$ cat src/logic/rbm_regs.svh
// Purpose: constants for the receive buffer manager
// Assumes: byte addresses, 16-bit descriptor fields
// Notes:   offsets and steps used by rbm_rx_buffer_manager
`ifndef RBM_REGS_SVH
`define RBM_REGS_SVH

// ************************************************************
// address steps
// ************************************************************
`define RBM_FIELD_STEP16 16'h0002
`define RBM_FIELD_STEP32 16'h0004
`define RBM_RING_STEP16  16'h0008
`define RBM_RING_STEP32  16'h0010
`define RBM_DESC_STEP16  16'h000C
`define RBM_DESC_STEP32  16'h0018
`define RBM_DATA_STEP16  32'h0000_0002
`define RBM_DATA_STEP32  32'h0000_0004

// ************************************************************
// word counts, field indices and reset values
// ************************************************************
`define RBM_WC_DEC16     32'h0000_0001
`define RBM_WC_DEC32     32'h0000_0002
`define RBM_FLD_FIRST    2'h0
`define RBM_FLD_PTR_HI   2'h1
`define RBM_FLD_WC_LO    2'h2
`define RBM_FLD_LAST     2'h3
`define RBM_HALF_ZERO    16'h0000
`define RBM_RESET_ADDR   32'h0000_0000
`define RBM_RESET_OFF    16'h0000

`endif

$ cat src/logic/rbm_pkg.sv
// Purpose: shared types of the receive buffer manager
// Assumes: nothing beyond SystemVerilog
// Notes:   constants live in rbm_regs.svh
package rbm_pkg;
	// controller states
	typedef enum logic [2:0] {
		RBM_IDLE,
		RBM_FETCH,
		RBM_RX,
		RBM_DROP,
		RBM_DESC,
		RBM_CHECK
	} rbm_state_t;
endpackage

$ cat src/logic/rbm_field_join.sv
// Purpose: joins 16-bit ring entry fields into 32-bit values
// Assumes: fields arrive in order ptr lo, ptr hi, count lo, count hi
// Notes:   outputs registered
`timescale 1ns/1ps
`default_nettype none
`include "rbm_regs.svh"

module rbm_field_join
	import rbm_pkg::*;
(
	input  wire logic        ref_clk_i,
	input  wire logic        rst_b_i,
	input  wire logic        load_i,
	input  wire logic [1:0]  index_i,
	input  wire logic [15:0] half_i,
	output logic      [31:0] ptr_o,
	output logic      [31:0] count_o
);

	// ************************************************************
	// field capture
	// ************************************************************
	// place each half at its position in the long values
	always_ff @(posedge ref_clk_i or negedge rst_b_i) begin
		if (!rst_b_i) begin
			ptr_o   <= `RBM_RESET_ADDR;
			count_o <= `RBM_RESET_ADDR;
		end else if (load_i) begin
			unique case (index_i)
				`RBM_FLD_FIRST:  ptr_o[15:0]    <= half_i;
				`RBM_FLD_PTR_HI: ptr_o[31:16]   <= half_i;
				`RBM_FLD_WC_LO:  count_o[15:0]  <= half_i;
				`RBM_FLD_LAST:   count_o[31:16] <= half_i;
			endcase
		end
	end

endmodule
`default_nettype wire

$ cat src/logic/rbm_rx_buffer_manager.sv
// Purpose: receive buffer manager of an ethernet dma engine
// Assumes: one memory request outstanding, ack completes it
// Notes:   descriptor link and in-use handling are elsewhere
`timescale 1ns/1ps
`default_nettype none
`include "rbm_regs.svh"

module rbm_rx_buffer_manager
	import rbm_pkg::*;
(
	input  wire logic        ref_clk_i,
	input  wire logic        rst_b_i,
	input  wire logic        mode32_i,
	input  wire logic        receiver_enable_i,
	input  wire logic        ring_fetch_command_i,
	input  wire logic [15:0] ring_upper_base_i,
	input  wire logic [15:0] ring_start_pointer_i,
	input  wire logic [15:0] ring_end_pointer_i,
	input  wire logic [15:0] ring_write_pointer_i,
	input  wire logic        ring_read_load_i,
	input  wire logic [15:0] ring_read_value_i,
	input  wire logic [15:0] desc_upper_base_i,
	input  wire logic        desc_load_i,
	input  wire logic [15:0] desc_value_i,
	input  wire logic [15:0] end_margin_count_i,
	input  wire logic        overrun_clear_i,
	input  wire logic        pkt_valid_i,
	input  wire logic [31:0] pkt_data_i,
	input  wire logic        pkt_last_i,
	input  wire logic        match_phys_i,
	input  wire logic        match_mcast_i,
	input  wire logic        match_bcast_i,
	input  wire logic [15:0] pkt_status_i,
	input  wire logic [15:0] pkt_byte_count_i,
	output logic             pkt_ready_o,
	output logic             mem_req_o,
	output logic             mem_we_o,
	output logic      [31:0] mem_addr_o,
	output logic      [31:0] mem_wdata_o,
	input  wire logic        mem_ack_i,
	input  wire logic [31:0] mem_rdata_i,
	output logic             ring_fetch_command_o,
	output logic             buffer_overrun_flag_o,
	output logic             ring_empty_o,
	output logic      [15:0] ring_read_pointer_o,
	output logic      [15:0] desc_pointer_o,
	output logic      [31:0] current_buffer_address_o,
	output logic      [31:0] remaining_word_count_o
);

	// ************************************************************
	// state and derived terms
	// ************************************************************
	rbm_state_t  state_reg;
	logic        mem_req_reg;
	logic        mem_we_reg;
	logic [31:0] mem_addr_reg;
	logic [31:0] mem_wdata_reg;
	logic [1:0]  fld_reg;
	logic [15:0] rrp_reg;
	logic [15:0] desc_off_reg;
	logic [31:0] cur_addr_reg;
	logic [31:0] rwc_reg;
	logic [31:0] pkt_addr_reg;
	logic [15:0] status_reg;
	logic [15:0] bytes_reg;
	logic        last_seen_reg;
	logic        cmd_reg;
	logic        by_cmd_reg;
	logic        overrun_reg;
	logic [31:0] join_ptr;
	logic [31:0] join_count;
	logic [15:0] field_step;
	logic [15:0] ring_step;
	logic [15:0] desc_step;
	logic [31:0] data_step;
	logic [31:0] wc_step;
	logic [15:0] rrp_next;
	logic        mem_done;
	logic        fetch_done;
	logic        desc_done;
	logic        beat;
	logic        fits;
	logic        store_beat;
	logic        below_margin;

	// per-mode steps
	assign field_step   = mode32_i ? `RBM_FIELD_STEP32 : `RBM_FIELD_STEP16;
	assign ring_step    = mode32_i ? `RBM_RING_STEP32 : `RBM_RING_STEP16;
	assign desc_step    = mode32_i ? `RBM_DESC_STEP32 : `RBM_DESC_STEP16;
	assign data_step    = mode32_i ? `RBM_DATA_STEP32 : `RBM_DATA_STEP16;
	assign wc_step      = mode32_i ? `RBM_WC_DEC32 : `RBM_WC_DEC16;
	assign mem_done     = mem_req_reg && mem_ack_i;
	assign fetch_done   = (state_reg == RBM_FETCH) && mem_done && (fld_reg == `RBM_FLD_LAST);
	assign desc_done    = (state_reg == RBM_DESC) && mem_done && (fld_reg == `RBM_FLD_LAST);
	assign pkt_ready_o  = (state_reg == RBM_DROP) ||
	                      ((state_reg == RBM_RX) && !mem_req_reg && !last_seen_reg);
	assign beat         = (state_reg == RBM_RX) && pkt_valid_i && pkt_ready_o;
	assign fits         = rwc_reg >= wc_step;
	assign store_beat   = beat && fits;
	assign below_margin = rwc_reg < {`RBM_HALF_ZERO, end_margin_count_i};
	assign rrp_next     = ((rrp_reg + ring_step) >= ring_end_pointer_i) ? ring_start_pointer_i
	                      : rrp_reg + ring_step;

	// ************************************************************
	// entry joiner
	// ************************************************************
	// halves joined into long values
	rbm_field_join u_join (
		.ref_clk_i (ref_clk_i),
		.rst_b_i   (rst_b_i),
		.load_i    ((state_reg == RBM_FETCH) && mem_done),
		.index_i   (fld_reg),
		.half_i    (mem_rdata_i[15:0]),
		.ptr_o     (join_ptr),
		.count_o   (join_count)
	);

	// ************************************************************
	// controller and memory requests
	// ************************************************************
	// sequencing of fetch, store, descriptor write and margin check
	always_ff @(posedge ref_clk_i or negedge rst_b_i) begin
		if (!rst_b_i) begin
			state_reg     <= RBM_IDLE;
			mem_req_reg   <= 1'b0;
			mem_we_reg    <= 1'b0;
			mem_addr_reg  <= `RBM_RESET_ADDR;
			mem_wdata_reg <= `RBM_RESET_ADDR;
			fld_reg       <= `RBM_FLD_FIRST;
			last_seen_reg <= 1'b0;
			by_cmd_reg    <= 1'b0;
			pkt_addr_reg  <= `RBM_RESET_ADDR;
			status_reg    <= `RBM_HALF_ZERO;
			bytes_reg     <= `RBM_HALF_ZERO;
		end else begin
			if (mem_done) begin
				mem_req_reg <= 1'b0;
			end
			unique case (state_reg)
				RBM_IDLE: begin
					if (cmd_reg) begin
						state_reg    <= RBM_FETCH;
						by_cmd_reg   <= 1'b1;
						mem_req_reg  <= 1'b1;
						mem_we_reg   <= 1'b0;
						fld_reg      <= `RBM_FLD_FIRST;
						mem_addr_reg <= {ring_upper_base_i, rrp_reg};
					end else if (receiver_enable_i && pkt_valid_i) begin
						if (match_phys_i || match_mcast_i || match_bcast_i) begin
							state_reg     <= RBM_RX;
							pkt_addr_reg  <= cur_addr_reg;
							last_seen_reg <= 1'b0;
						end else begin
							state_reg <= RBM_DROP;
						end
					end
				end
				RBM_DROP: begin
					if (pkt_valid_i && pkt_last_i) begin
						state_reg <= RBM_IDLE;
					end
				end
				RBM_RX: begin
					if (store_beat) begin
						mem_req_reg   <= 1'b1;
						mem_we_reg    <= 1'b1;
						mem_addr_reg  <= cur_addr_reg;
						mem_wdata_reg <= mode32_i ? pkt_data_i : {16'h0000, pkt_data_i[15:0]};
					end
					if (beat && pkt_last_i) begin
						last_seen_reg <= 1'b1;
						status_reg    <= pkt_status_i;
						bytes_reg     <= pkt_byte_count_i;
					end
					if (last_seen_reg && !mem_req_reg) begin
						state_reg     <= RBM_DESC;
						mem_req_reg   <= 1'b1;
						mem_we_reg    <= 1'b1;
						fld_reg       <= `RBM_FLD_FIRST;
						mem_addr_reg  <= {desc_upper_base_i, desc_off_reg};
						mem_wdata_reg <= {16'h0000, status_reg};
					end
				end
				RBM_DESC: begin
					if (mem_done) begin
						if (fld_reg == `RBM_FLD_LAST) begin
							state_reg <= RBM_CHECK;
						end else begin
							mem_req_reg  <= 1'b1;
							fld_reg      <= fld_reg + 2'h1;
							mem_addr_reg <= {desc_upper_base_i,
							                 16'(desc_off_reg + field_step * {14'h0000, fld_reg + 2'h1})};
							unique case (fld_reg)
								`RBM_FLD_FIRST:  mem_wdata_reg <= {16'h0000, bytes_reg};
								`RBM_FLD_PTR_HI: mem_wdata_reg <= {16'h0000, pkt_addr_reg[15:0]};
								default:         mem_wdata_reg <= {16'h0000, pkt_addr_reg[31:16]};
							endcase
						end
					end
				end
				RBM_CHECK: begin
					// margin crossing selects a new buffer
					if (below_margin) begin
						state_reg    <= RBM_FETCH;
						by_cmd_reg   <= 1'b0;
						mem_req_reg  <= 1'b1;
						mem_we_reg   <= 1'b0;
						fld_reg      <= `RBM_FLD_FIRST;
						mem_addr_reg <= {ring_upper_base_i, rrp_reg};
					end else begin
						state_reg <= RBM_IDLE;
					end
				end
				RBM_FETCH: begin
					if (mem_done) begin
						if (fld_reg == `RBM_FLD_LAST) begin
							state_reg <= RBM_IDLE;
						end else begin
							// ring address upper base over read pointer
							mem_req_reg  <= 1'b1;
							mem_we_reg   <= 1'b0;
							fld_reg      <= fld_reg + 2'h1;
							mem_addr_reg <= {ring_upper_base_i,
							                 16'(rrp_reg + field_step * {14'h0000, fld_reg + 2'h1})};
						end
					end
				end
			endcase
		end
	end

	// ************************************************************
	// ring read pointer
	// ************************************************************
	// device side of the circular ring
	always_ff @(posedge ref_clk_i or negedge rst_b_i) begin
		if (!rst_b_i) begin
			rrp_reg <= `RBM_RESET_OFF;
		end else if (fetch_done) begin
			rrp_reg <= rrp_next;
		end else if (ring_read_load_i) begin
			rrp_reg <= ring_read_value_i;
		end
	end

	// ************************************************************
	// descriptor pointer
	// ************************************************************
	always_ff @(posedge ref_clk_i or negedge rst_b_i) begin
		if (!rst_b_i) begin
			desc_off_reg <= `RBM_RESET_OFF;
		end else if (desc_done) begin
			desc_off_reg <= desc_off_reg + desc_step;
		end else if (desc_load_i) begin
			desc_off_reg <= desc_value_i;
		end
	end

	// ************************************************************
	// current buffer address and remaining count
	// ************************************************************
	always_ff @(posedge ref_clk_i or negedge rst_b_i) begin
		if (!rst_b_i) begin
			cur_addr_reg <= `RBM_RESET_ADDR;
			rwc_reg      <= `RBM_RESET_ADDR;
		end else if (fetch_done) begin
			cur_addr_reg <= join_ptr;
			rwc_reg      <= {mem_rdata_i[15:0], join_count[15:0]};
		end else if (store_beat) begin
			cur_addr_reg <= cur_addr_reg + data_step;
			rwc_reg      <= rwc_reg - wc_step;
		end
	end

	// ************************************************************
	// fetch command bit
	// ************************************************************
	// cleared when the commanded fetch ends, new command wins
	always_ff @(posedge ref_clk_i or negedge rst_b_i) begin
		if (!rst_b_i) begin
			cmd_reg <= 1'b0;
		end else if (ring_fetch_command_i) begin
			cmd_reg <= 1'b1;
		end else if (fetch_done && by_cmd_reg) begin
			cmd_reg <= 1'b0;
		end
	end

	// ************************************************************
	// overrun flag
	// ************************************************************
	// sticky, set wins over clear
	always_ff @(posedge ref_clk_i or negedge rst_b_i) begin
		if (!rst_b_i) begin
			overrun_reg <= 1'b0;
		end else if (beat && !fits) begin
			overrun_reg <= 1'b1;
		end else if (overrun_clear_i) begin
			overrun_reg <= 1'b0;
		end
	end

	// ************************************************************
	// outputs
	// ************************************************************
	assign mem_req_o                = mem_req_reg;
	assign mem_we_o                 = mem_we_reg;
	assign mem_addr_o               = mem_addr_reg;
	assign mem_wdata_o              = mem_wdata_reg;
	assign ring_fetch_command_o     = cmd_reg;
	assign buffer_overrun_flag_o    = overrun_reg;
	assign ring_empty_o             = rrp_reg == ring_write_pointer_i;
	assign ring_read_pointer_o      = rrp_reg;
	assign desc_pointer_o           = desc_off_reg;
	assign current_buffer_address_o = cur_addr_reg;
	assign remaining_word_count_o   = rwc_reg;

	// ************************************************************
	// assertions
	// ************************************************************
	a_cmd_bit_clear: assert property (@(posedge ref_clk_i) disable iff (!rst_b_i)
		fetch_done && by_cmd_reg && !ring_fetch_command_i |=> !ring_fetch_command_o)
		else $error("fetch command bit not cleared");
	a_rrp_wrap_step: assert property (@(posedge ref_clk_i) disable iff (!rst_b_i)
		fetch_done |=> ring_read_pointer_o == $past(rrp_next))
		else $error("ring read pointer step or wrap wrong");
	a_wc_count_down: assert property (@(posedge ref_clk_i) disable iff (!rst_b_i)
		store_beat |=> remaining_word_count_o == $past(rwc_reg) - $past(wc_step))
		else $error("remaining count not decremented");
	a_margin_fetch: assert property (@(posedge ref_clk_i) disable iff (!rst_b_i)
		(state_reg == RBM_CHECK) && below_margin |=> (state_reg == RBM_FETCH) && mem_req_o && !mem_we_o)
		else $error("no fetch after margin crossed");
	a_margin_stay: assert property (@(posedge ref_clk_i) disable iff (!rst_b_i)
		(state_reg == RBM_CHECK) && !below_margin |=> (state_reg == RBM_IDLE) && $stable(cur_addr_reg))
		else $error("buffer changed without margin crossing");
	a_overrun_set: assert property (@(posedge ref_clk_i) disable iff (!rst_b_i)
		beat && !fits |=> buffer_overrun_flag_o && $stable(cur_addr_reg))
		else $error("overrun not flagged");
	a_ring_read_only: assert property (@(posedge ref_clk_i) disable iff (!rst_b_i)
		(state_reg == RBM_FETCH) && mem_req_o |-> !mem_we_o && mem_addr_o[31:16] == ring_upper_base_i)
		else $error("ring written or wrong base");
	a_ring_load: assert property (@(posedge ref_clk_i) disable iff (!rst_b_i)
		fetch_done |=> current_buffer_address_o == $past(join_ptr)
		&& remaining_word_count_o[31:16] == $past(mem_rdata_i[15:0]))
		else $error("fetched entry not loaded");
	a_desc_advance: assert property (@(posedge ref_clk_i) disable iff (!rst_b_i)
		desc_done |=> (state_reg == RBM_CHECK) && desc_pointer_o == $past(desc_off_reg) + $past(desc_step))
		else $error("descriptor pointer not advanced");

endmodule
`default_nettype wire

$ cat config.mk
export PLATFORM = sky130hd
export DESIGN_NAME = rbm_rx_buffer_manager
export DESIGN_NICKNAME = d
export VERILOG_FILES = /design/src/logic/rbm_pkg.sv /design/src/logic/rbm_field_join.sv /design/src/logic/rbm_rx_buffer_manager.sv
export VERILOG_INCLUDE_DIRS = /design/src /design/src/logic
export SDC_FILE = /design/constraint.sdc
export NUM_CORES = 1
export LEC_CHECK = 0
export BUFFER_PORTS_ARGS = -buffer_cell sky130_fd_sc_hd__buf_4
export CORE_UTILIZATION = 40
export CTS_CLUSTER_SIZE = 14
export DETAILED_ROUTE_END_ITERATION = 7
export GPL_TIMING_DRIVEN = 0
export SETUP_SLACK_MARGIN = 0.15
export SLEW_MARGIN = 25
export SYNTH_ARGS = -nofsm -noshare
export SYNTH_HDL_FRONTEND = slang
export SYNTH_SLANG_ARGS = --single-unit
$ cat constraint.sdc
create_clock -name ref_clk_i -period 5.1 [get_ports ref_clk_i]
set_clock_uncertainty 0.15 [all_clocks]
set_input_delay 0.765 -clock ref_clk_i [delete_from_list [all_inputs] [get_ports ref_clk_i]]
set_output_delay 0.765 -clock ref_clk_i [all_outputs]
set_load 0.05 [all_outputs]
==> impl_results.md, run 1 <==
* Largest net degree at the start of global routing at 86
* Number of distinct library cells after synthesis at 73
* Final setup vio count at 0
* Number of synthesized flops with an enable pin at 0
* Avg Cell Area, Syn at 9.82 sq um
* Postcts setup bufs at 0
* Via count of the routed design at 15300
* Final ANT Viol Nets at 0
* Final Total Pwr at 0.0112 W
* Area share of the largest cell type after synthesis at 0.440
* P per Cell Area at 535 mW/mm^2
* CP startpoint kind: input pin
* Io pins at 404
* HPWL Detailed at 47100 um
* Clock slew at reported path FFs at 0.06 ns
* Worst EP arrival at 4.87 ns
* WHS Path Cells at 2
* Yosys reg bits at 283
* Worst slew pin tran at 0.954 ns
* DR iter-0 viols at 1315
* Final hold viol count at 0
* Commonest cells after routing, fill and taps aside: 385 x buf_4, 283 x dfrtp_1, 194 x nand2_1
* CP Class: input pin to register
* Die Y at 203 um
* Post-Synthesis Cells at 1639
* RSZ-0062 raised after global routing: no
* Asr flop ratio synth at 1.00
* Yosys top cell by area: dfrtp_1
* TritonRoute pass-1 iters at 8
* VDD IR max at 380 uV
* RR Endpoint: ring_read_pointer_o[3]$_DFFE_PN0P_
* Tcrit/Tclk final at 0.912
* CTS tree: yes
* I/O Buffers at 385
* Max-cap violations at 0
* Critical path peak fanout at 9
* Worst Setup End Kind: register
* Fmax at 215 MHz
* Number of H-tree levels at 2
* Hold Crit Class: input pin to register
* Global Route Usage Sum at 0.299
* Core Region at 0.0397 sq mm
* Register area share after synthesis at 0.440
* Clk_lat worst skew at 0.54 ns
* Hold slack at 0.265 ns
* Initial Utilization at 0.405
* Syn. warnings at 0
* Synth Flop Type: dfrtp_1
* Final nets at 2361
* RR Startpoint: ring_read_pointer_o[3]$_DFFE_PN0P_
* Synth top area cells: dfrtp_1 44%, mux2_2 8.4%, nand2_1 4.5%
* Remaining Overflow, GRT at 0
* Number of global-route vias before repair at 15200
* Die area at 0.0411 sq mm
* Syn_nets at 1935
* Vias/cell at 5.87
* DRC at 0
* Wirelength per Cell at 23.7 um
* Commonest non-fill, non-tap cell in the layout: buf_4
* Clock sink count at 283
* Period minus WS final at 4.65 ns
* Fraction of layout cells with a size suffix above 1 at 0.288
* Flop2flop setup slack at 0.79 ns
* Worst Path Required at 5.32 ns
* Status: completed
* Routed wire length at 62100 um
* Slew headroom at 0.363
* Layout area overhead at 29.5%
* Global-route wire length before repair at 93500 um
* Clock buffer depth at 3
* Final setup TNS at 0 ns
* Rows at 73
* Cts bufs inserted at 34
* Initial antenna violation count at 2
* End of the critical path: ring_read_pointer_o[3]$_DFFE_PN0P_
* Die X at 203 um
* Worst r2r path cells at 14
* RePlAce Congestion at 0.922
* CTS Root Cell: clkbuf_16
* Worst Setup SP: mode32_i
* Lkg Pwr at 9.83 nW
* Max Transition Viols Final at 0
* Post-synth design cell area at 0.0161 sq mm
-- worst min path at each step --
stage	end	start	slack (ns)
4_1_cts	ring_fetch_command_o$_DFFE_PN0P_	ring_fetch_command_i	0.25
6_report	ring_fetch_command_o$_DFFE_PN0P_	ring_fetch_command_i	0.27
2_1_floorplan	current_buffer_address_o[0]$_DFFE_PN0P_	u_join.ptr_o[0]$_DFFE_PN0P_	0.28
5_1_grt	ring_fetch_command_o$_DFFE_PN0P_	ring_fetch_command_i	0.25
3_5_place_dp	current_buffer_address_o[4]$_DFFE_PN0P_	u_join.ptr_o[4]$_DFFE_PN0P_	0.31
3_3_place_gp	current_buffer_address_o[0]$_DFFE_PN0P_	u_join.ptr_o[0]$_DFFE_PN0P_	0.30
-- kinds of logic (layout without fill, tap and decap cells) --
| logic type | Yosys count | count (layout) | synth area share |
|---|---|---|---|
| and+or+nand+nor | 469 | 469 | 0.139 |
| adders and majority gates | 58 | 58 | 0.0474 |
| AOI/OAI and AO/OA | 440 | 440 | 0.194 |
| xor gates and xnor gates | 62 | 62 | 0.0337 |
| other | 1 | 2 | 0.000233 |
| buffers and inverters | 182 | 631 | 0.0449 |
| muxes | 144 | 144 | 0.101 |
| DFF | 283 | 283 | 0.440 |
-- per-layer routing --
metal	global-route usage	share of wire
met1	0.415	0.43
met2	0.487	0.48
met3	0.0409	0.067
met4	0.0870	0.025
met5	0	0
-- through the flow --
stage	util	setup slack (ns)	instance area (sq um)	cells
global route	0.525	0.189	20900	2614
finish	0.525	0.449	20900	2614
detailed placement	0.497	-0.259	19800	2553
global placement	0.495	-0.205	19600	2549
CTS	0.525	0.264	20800	2613
floorplan	-	0.916	16100	1639
-- worst max-delay path, stage by stage --
cell and delay [ns]:
buf_4 0.22, clkinvlp_4 0.39, ha_1 0.37, fa_1 0.41, nand3_1 0.16, or2_2 0.18, nor2_1 0.07, xor2_1 0.15
ha_1 0.31, and3_1 0.20, a21o_1 0.18, a211o_1 0.39, a21oi_2 0.33, and2_1 0.18, buf_1 0.41, a211oi_1 0.14
-- report_power, final --
group	internal [W]	total, W	switching [W]	leakage [nW]
logic	0.00177	0.00515	0.00338	5.66
clock network	0.00141	0.00240	0.000985	0.527
registers	0.00288	0.00361	0.000729	3.64
total	0.00606	0.0112	0.00509	9.83
-- what timing repair did --
| item | in CTS | in global routing |
|---|---|---|
| endpoints found under the hold margin | 24 | 0 |
| gates resized for setup | 0 | 2 |
| setup endpoints to repair | 0 | 15 |
| hold buffers | 1 | 0 |
-- Yosys cell counts, types with 7 or more instances --
master	instances
nand2b_1	10
a31oi_1	15
o21ai_0	75
a21o_1	29
ha_1	53
nand2_1	194
nor3_1	34
a211oi_1	26
nor4_1	9
buf_1	12
nand4b_1	11
or4_1	7
o311a_1	8
a22o_1	35
and2_1	13
mux2i_1	17
xnor2_1	37
o22ai_1	10
nand4_1	29
nand3_1	37
o211ai_1	15
a21oi_1	97
a311oi_1	19
a222oi_1	18
clkbuf_1	84
mux2_4	7
dfrtp_1	283
inv_1	69
xor2_1	25
mux2_2	120
buf_2	14
and3_1	12
o311ai_0	12
nor2_1	76
-- area by class of cell --
class,instances,area (sq um)
Inverter,69,263
Buffer,113,464
Fill cell,3693,18900
Clock inverter,10,121
Clock buffer,49,957
Tap cell,525,657
Sequential cell,283,7080
Multi-Input combinational cell,1174,8310
Timing Repair Buffer,390,3000
Antenna cell,1,2.50
Power figures use the tool's default switching activity.
==> run 2, diff against run 1 <==
- RECOVER_POWER: default -> 25
==> impl_results.md, run 2 (synthesis results as in run 1) <==
* Status: complete, but fails checks (was completed)
* Failing checks: max-capacitance violations, max-slew violations
* Clock buffer depth at 3 (unchanged)
* RePlAce Congestion at 0.922 (unchanged)
* RR Endpoint: ring_read_pointer_o[3]$_DFFE_PN0P_ (unchanged)
* Lkg Pwr at 9.61 nW (was 9.83 nW)
* Number of H-tree levels at 2 (unchanged)
* TritonRoute pass-1 iters at 8 (unchanged)
* Die X at 203 um (unchanged)
* RR Startpoint: ring_read_pointer_o[3]$_DFFE_PN0P_ (unchanged)
* Routed wire length at 62000 um (was 62100 um)
* Slew headroom at -0.864 (was 0.363)
* Postcts setup bufs at 0 (unchanged)
* # fillers at 3751 (was 3693)
* Worst slew pin tran at 2.80 ns (was 0.954 ns)
* WP buf/inv at 3 (unchanged)
* Max-cap violations at 1 (was 0)
* I/O Buffers at 385 (unchanged)
* Die area at 0.0411 sq mm (unchanged)
* Final setup vio count at 0 (unchanged)
* Cts bufs inserted at 34 (unchanged)
* Final hold viol count at 0 (unchanged)
* Clk_lat worst skew at 0.54 ns (about the same)
* Io pins at 404 (unchanged)
* Remaining Overflow, GRT at 0 (unchanged)
* Dpl cell area at 0.0198 sq mm (unchanged)
* Vias/cell at 5.86 (was 5.87)
* Hold slack at 0.261 ns (was 0.265 ns)
* Worst hold path endpoint: ring_fetch_command_o$_DFFE_PN0P_ (unchanged)
* Worst path top cell family by delay: adder cells (unchanged)
* Final setup TNS at 0 ns (unchanged)
* Tcrit/Tclk final at 0.908 (was 0.912)
* Final nets at 2361 (unchanged)
* Core Region at 0.0397 sq mm (unchanged)
* CP Class: input pin to register (unchanged)
* Most frequent CP cell: ha_1 (unchanged)
* Critical Path Max Stage Delay at 0.41 ns (about the same)
* DRC at 0 (unchanged)
* Placed cells at 2553 (unchanged)
* DR iter-0 viols at 1332 (was 1315)
* Hold Crit Class: input pin to register (unchanged)
* Hold_sp: ring_fetch_command_i (unchanged)
* Fin cells at 2614 (unchanged)
* Worst EP arrival at 4.86 ns (was 4.87 ns)
* Worst r2r path cells at 14 (unchanged)
* CTS tree: yes (unchanged)
* Commonest non-fill, non-tap cell in the layout: buf_4 (unchanged)
* Critical path peak fanout at 9 (unchanged)
* Slowest cell on the critical path: fa_1 (unchanged)
* CP startpoint kind: input pin (unchanged)
* Via count of the routed design at 15300 (about the same)
* Largest net degree at the start of global routing at 86 (unchanged)
* Fraction of layout cells with a size suffix above 1 at 0.261 (was 0.288)
* WHS Path Cells at 2 (unchanged)
* Flip-flop and latch area at 0.00708 sq mm (unchanged)
* Clock slew at reported path FFs at 0.06 ns (about the same)
* Period minus WS final at 4.63 ns (was 4.65 ns)
* Worst Path Required at 5.33 ns (was 5.32 ns)
* Final Total Pwr at 0.0110 W (was 0.0112 W)
* Final ANT Viol Nets at 0 (unchanged)
* Initial Utilization at 0.405 (unchanged)
* Clock sink count at 283 (unchanged)
* Number of global-route vias before repair at 15200 (unchanged)
* Max Transition Viols Final at 51 (was 0)
* Worst path cell trace: buf_4 > clkinvlp_4 > ha_1 > fa_1 > nand3_1 > or2_2 > nor2_1 > xor2_1 > ha_1 > and3_1 > a21o_1 > a211o_1 > a21oi_2 > and2_1 > buf_1 > a211oi_1 (unchanged)
* Rows at 73 (unchanged)
* VDD IR max at 380 uV (about the same)
* HPWL Detailed at 47100 um (unchanged)
* Commonest cells after routing, fill and taps aside: 328 x buf_4, 283 x dfrtp_1, 194 x nand2_1 (was 385 x buf_4, 283 x dfrtp_1, 194 x nand2_1)
* Global-route wire length before repair at 93500 um (unchanged)
* Wirelength per Cell at 23.7 um (about the same)
* Multi-input gate area at 0.00831 sq mm (unchanged)
* Layout area overhead at 28.1% (was 29.5%)
* P per Cell Area at 535 mW/mm^2 (about the same)
* Initial antenna violation count at 2 (unchanged)
* Flop2flop setup slack at 0.80 ns (was 0.79 ns)
* RSZ-0062 raised after global routing: no (unchanged)
* Final instance area at 0.0206 sq mm (was 0.0209 sq mm)
* Fmax at 216 MHz (was 215 MHz)
* CTS Root Cell: clkbuf_16 (unchanged)
* Die Y at 203 um (unchanged)
* Worst Setup End Kind: register (unchanged)
* Global Route Usage Sum at 0.299 (unchanged)
==> run 2: cell count changes in the layout (fill, tap and decap cells not counted), sizes merged <==
| cell | previous run | this run |
|---|---|---|
| buf | 418 | 360 |
| clkbuf | 133 | 191 |
==> run 2: worst max path at each step <==
stage             start                             endpoint  slack, ns  depth (start not counted)
2_1_floorplan  mode32_i  ring_read_pointer_o[15]$_DFFE_PN0P_       0.92                         15
3_3_place_gp   mode32_i   ring_read_pointer_o[3]$_DFFE_PN0P_      -0.20                         16
4_1_cts        mode32_i   ring_read_pointer_o[3]$_DFFE_PN0P_       0.26                         16
5_1_grt        mode32_i   ring_read_pointer_o[3]$_DFFE_PN0P_       0.19                         16
6_report       mode32_i   ring_read_pointer_o[3]$_DFFE_PN0P_       0.47                         16
3_5_place_dp   mode32_i   ring_read_pointer_o[3]$_DFFE_PN0P_      -0.26                         16
==> run 2: worst register-to-register path, delay by kind of cell, from the launching register on <==
| family | cells | cell delay (ns) |
|---|---|---|
| AND/OR/NAND/NOR | 5 | 1.10 |
| XOR/XNOR | 1 | 0.20 |
| flip-flops | 1 | 0.52 |
| buffers and inverters | 1 | 0.41 |
| adder cells (fa/ha/maj) | 3 | 0.74 |
| AO/OA/AOI/OAI | 4 | 1.03 |
==> run 2: layer usage <==
layer,share of wire,global-route usage,wire (um),up-vias
met5,0,0,0,-
met4,0.025,0.0870,1570,0
met3,0.061,0.0409,3810,86
met2,0.48,0.487,29600,625
met1,0.44,0.415,27100,7705
li1,-,-,-,6904
==> run 2: final cells by class <==
cell class	instances	area share
repair buffers	390	0.134
inverters	69	0.0127
well taps	525	0.0318
flip-flops and latches	283	0.343
multi-input cells	1174	0.403
plain buffers	113	0.0225
clock buffers	49	0.0464
clock inverters	10	0.00588
diodes	1	0.000121
==> run 2: report_power, final <==
group	leakage, nW	switching [W]	internal [W]
Combinational	5.44	0.00337	0.00166
Sequential	3.64	0.000722	0.00288
Clock	0.527	0.000994	0.00141
Total	9.61	0.00509	0.00595
==> run 2: timing repair <==
action	CTS	global route
endpoints found under the hold margin	24	0
hold buffers	1	0
setup endpoints to repair	0	15
resized for setup	0	2
==> run 2: metrics by stage <==
| stage | setup WS (ns) | utilization |
|---|---|---|
| after floorplan | 0.916 | - |
| after global placement | -0.205 | 0.495 |
| after detailed placement | -0.259 | 0.497 |
| after CTS | 0.264 | 0.525 |
| after global routing | 0.189 | 0.519 |
| final | 0.469 | 0.519 |
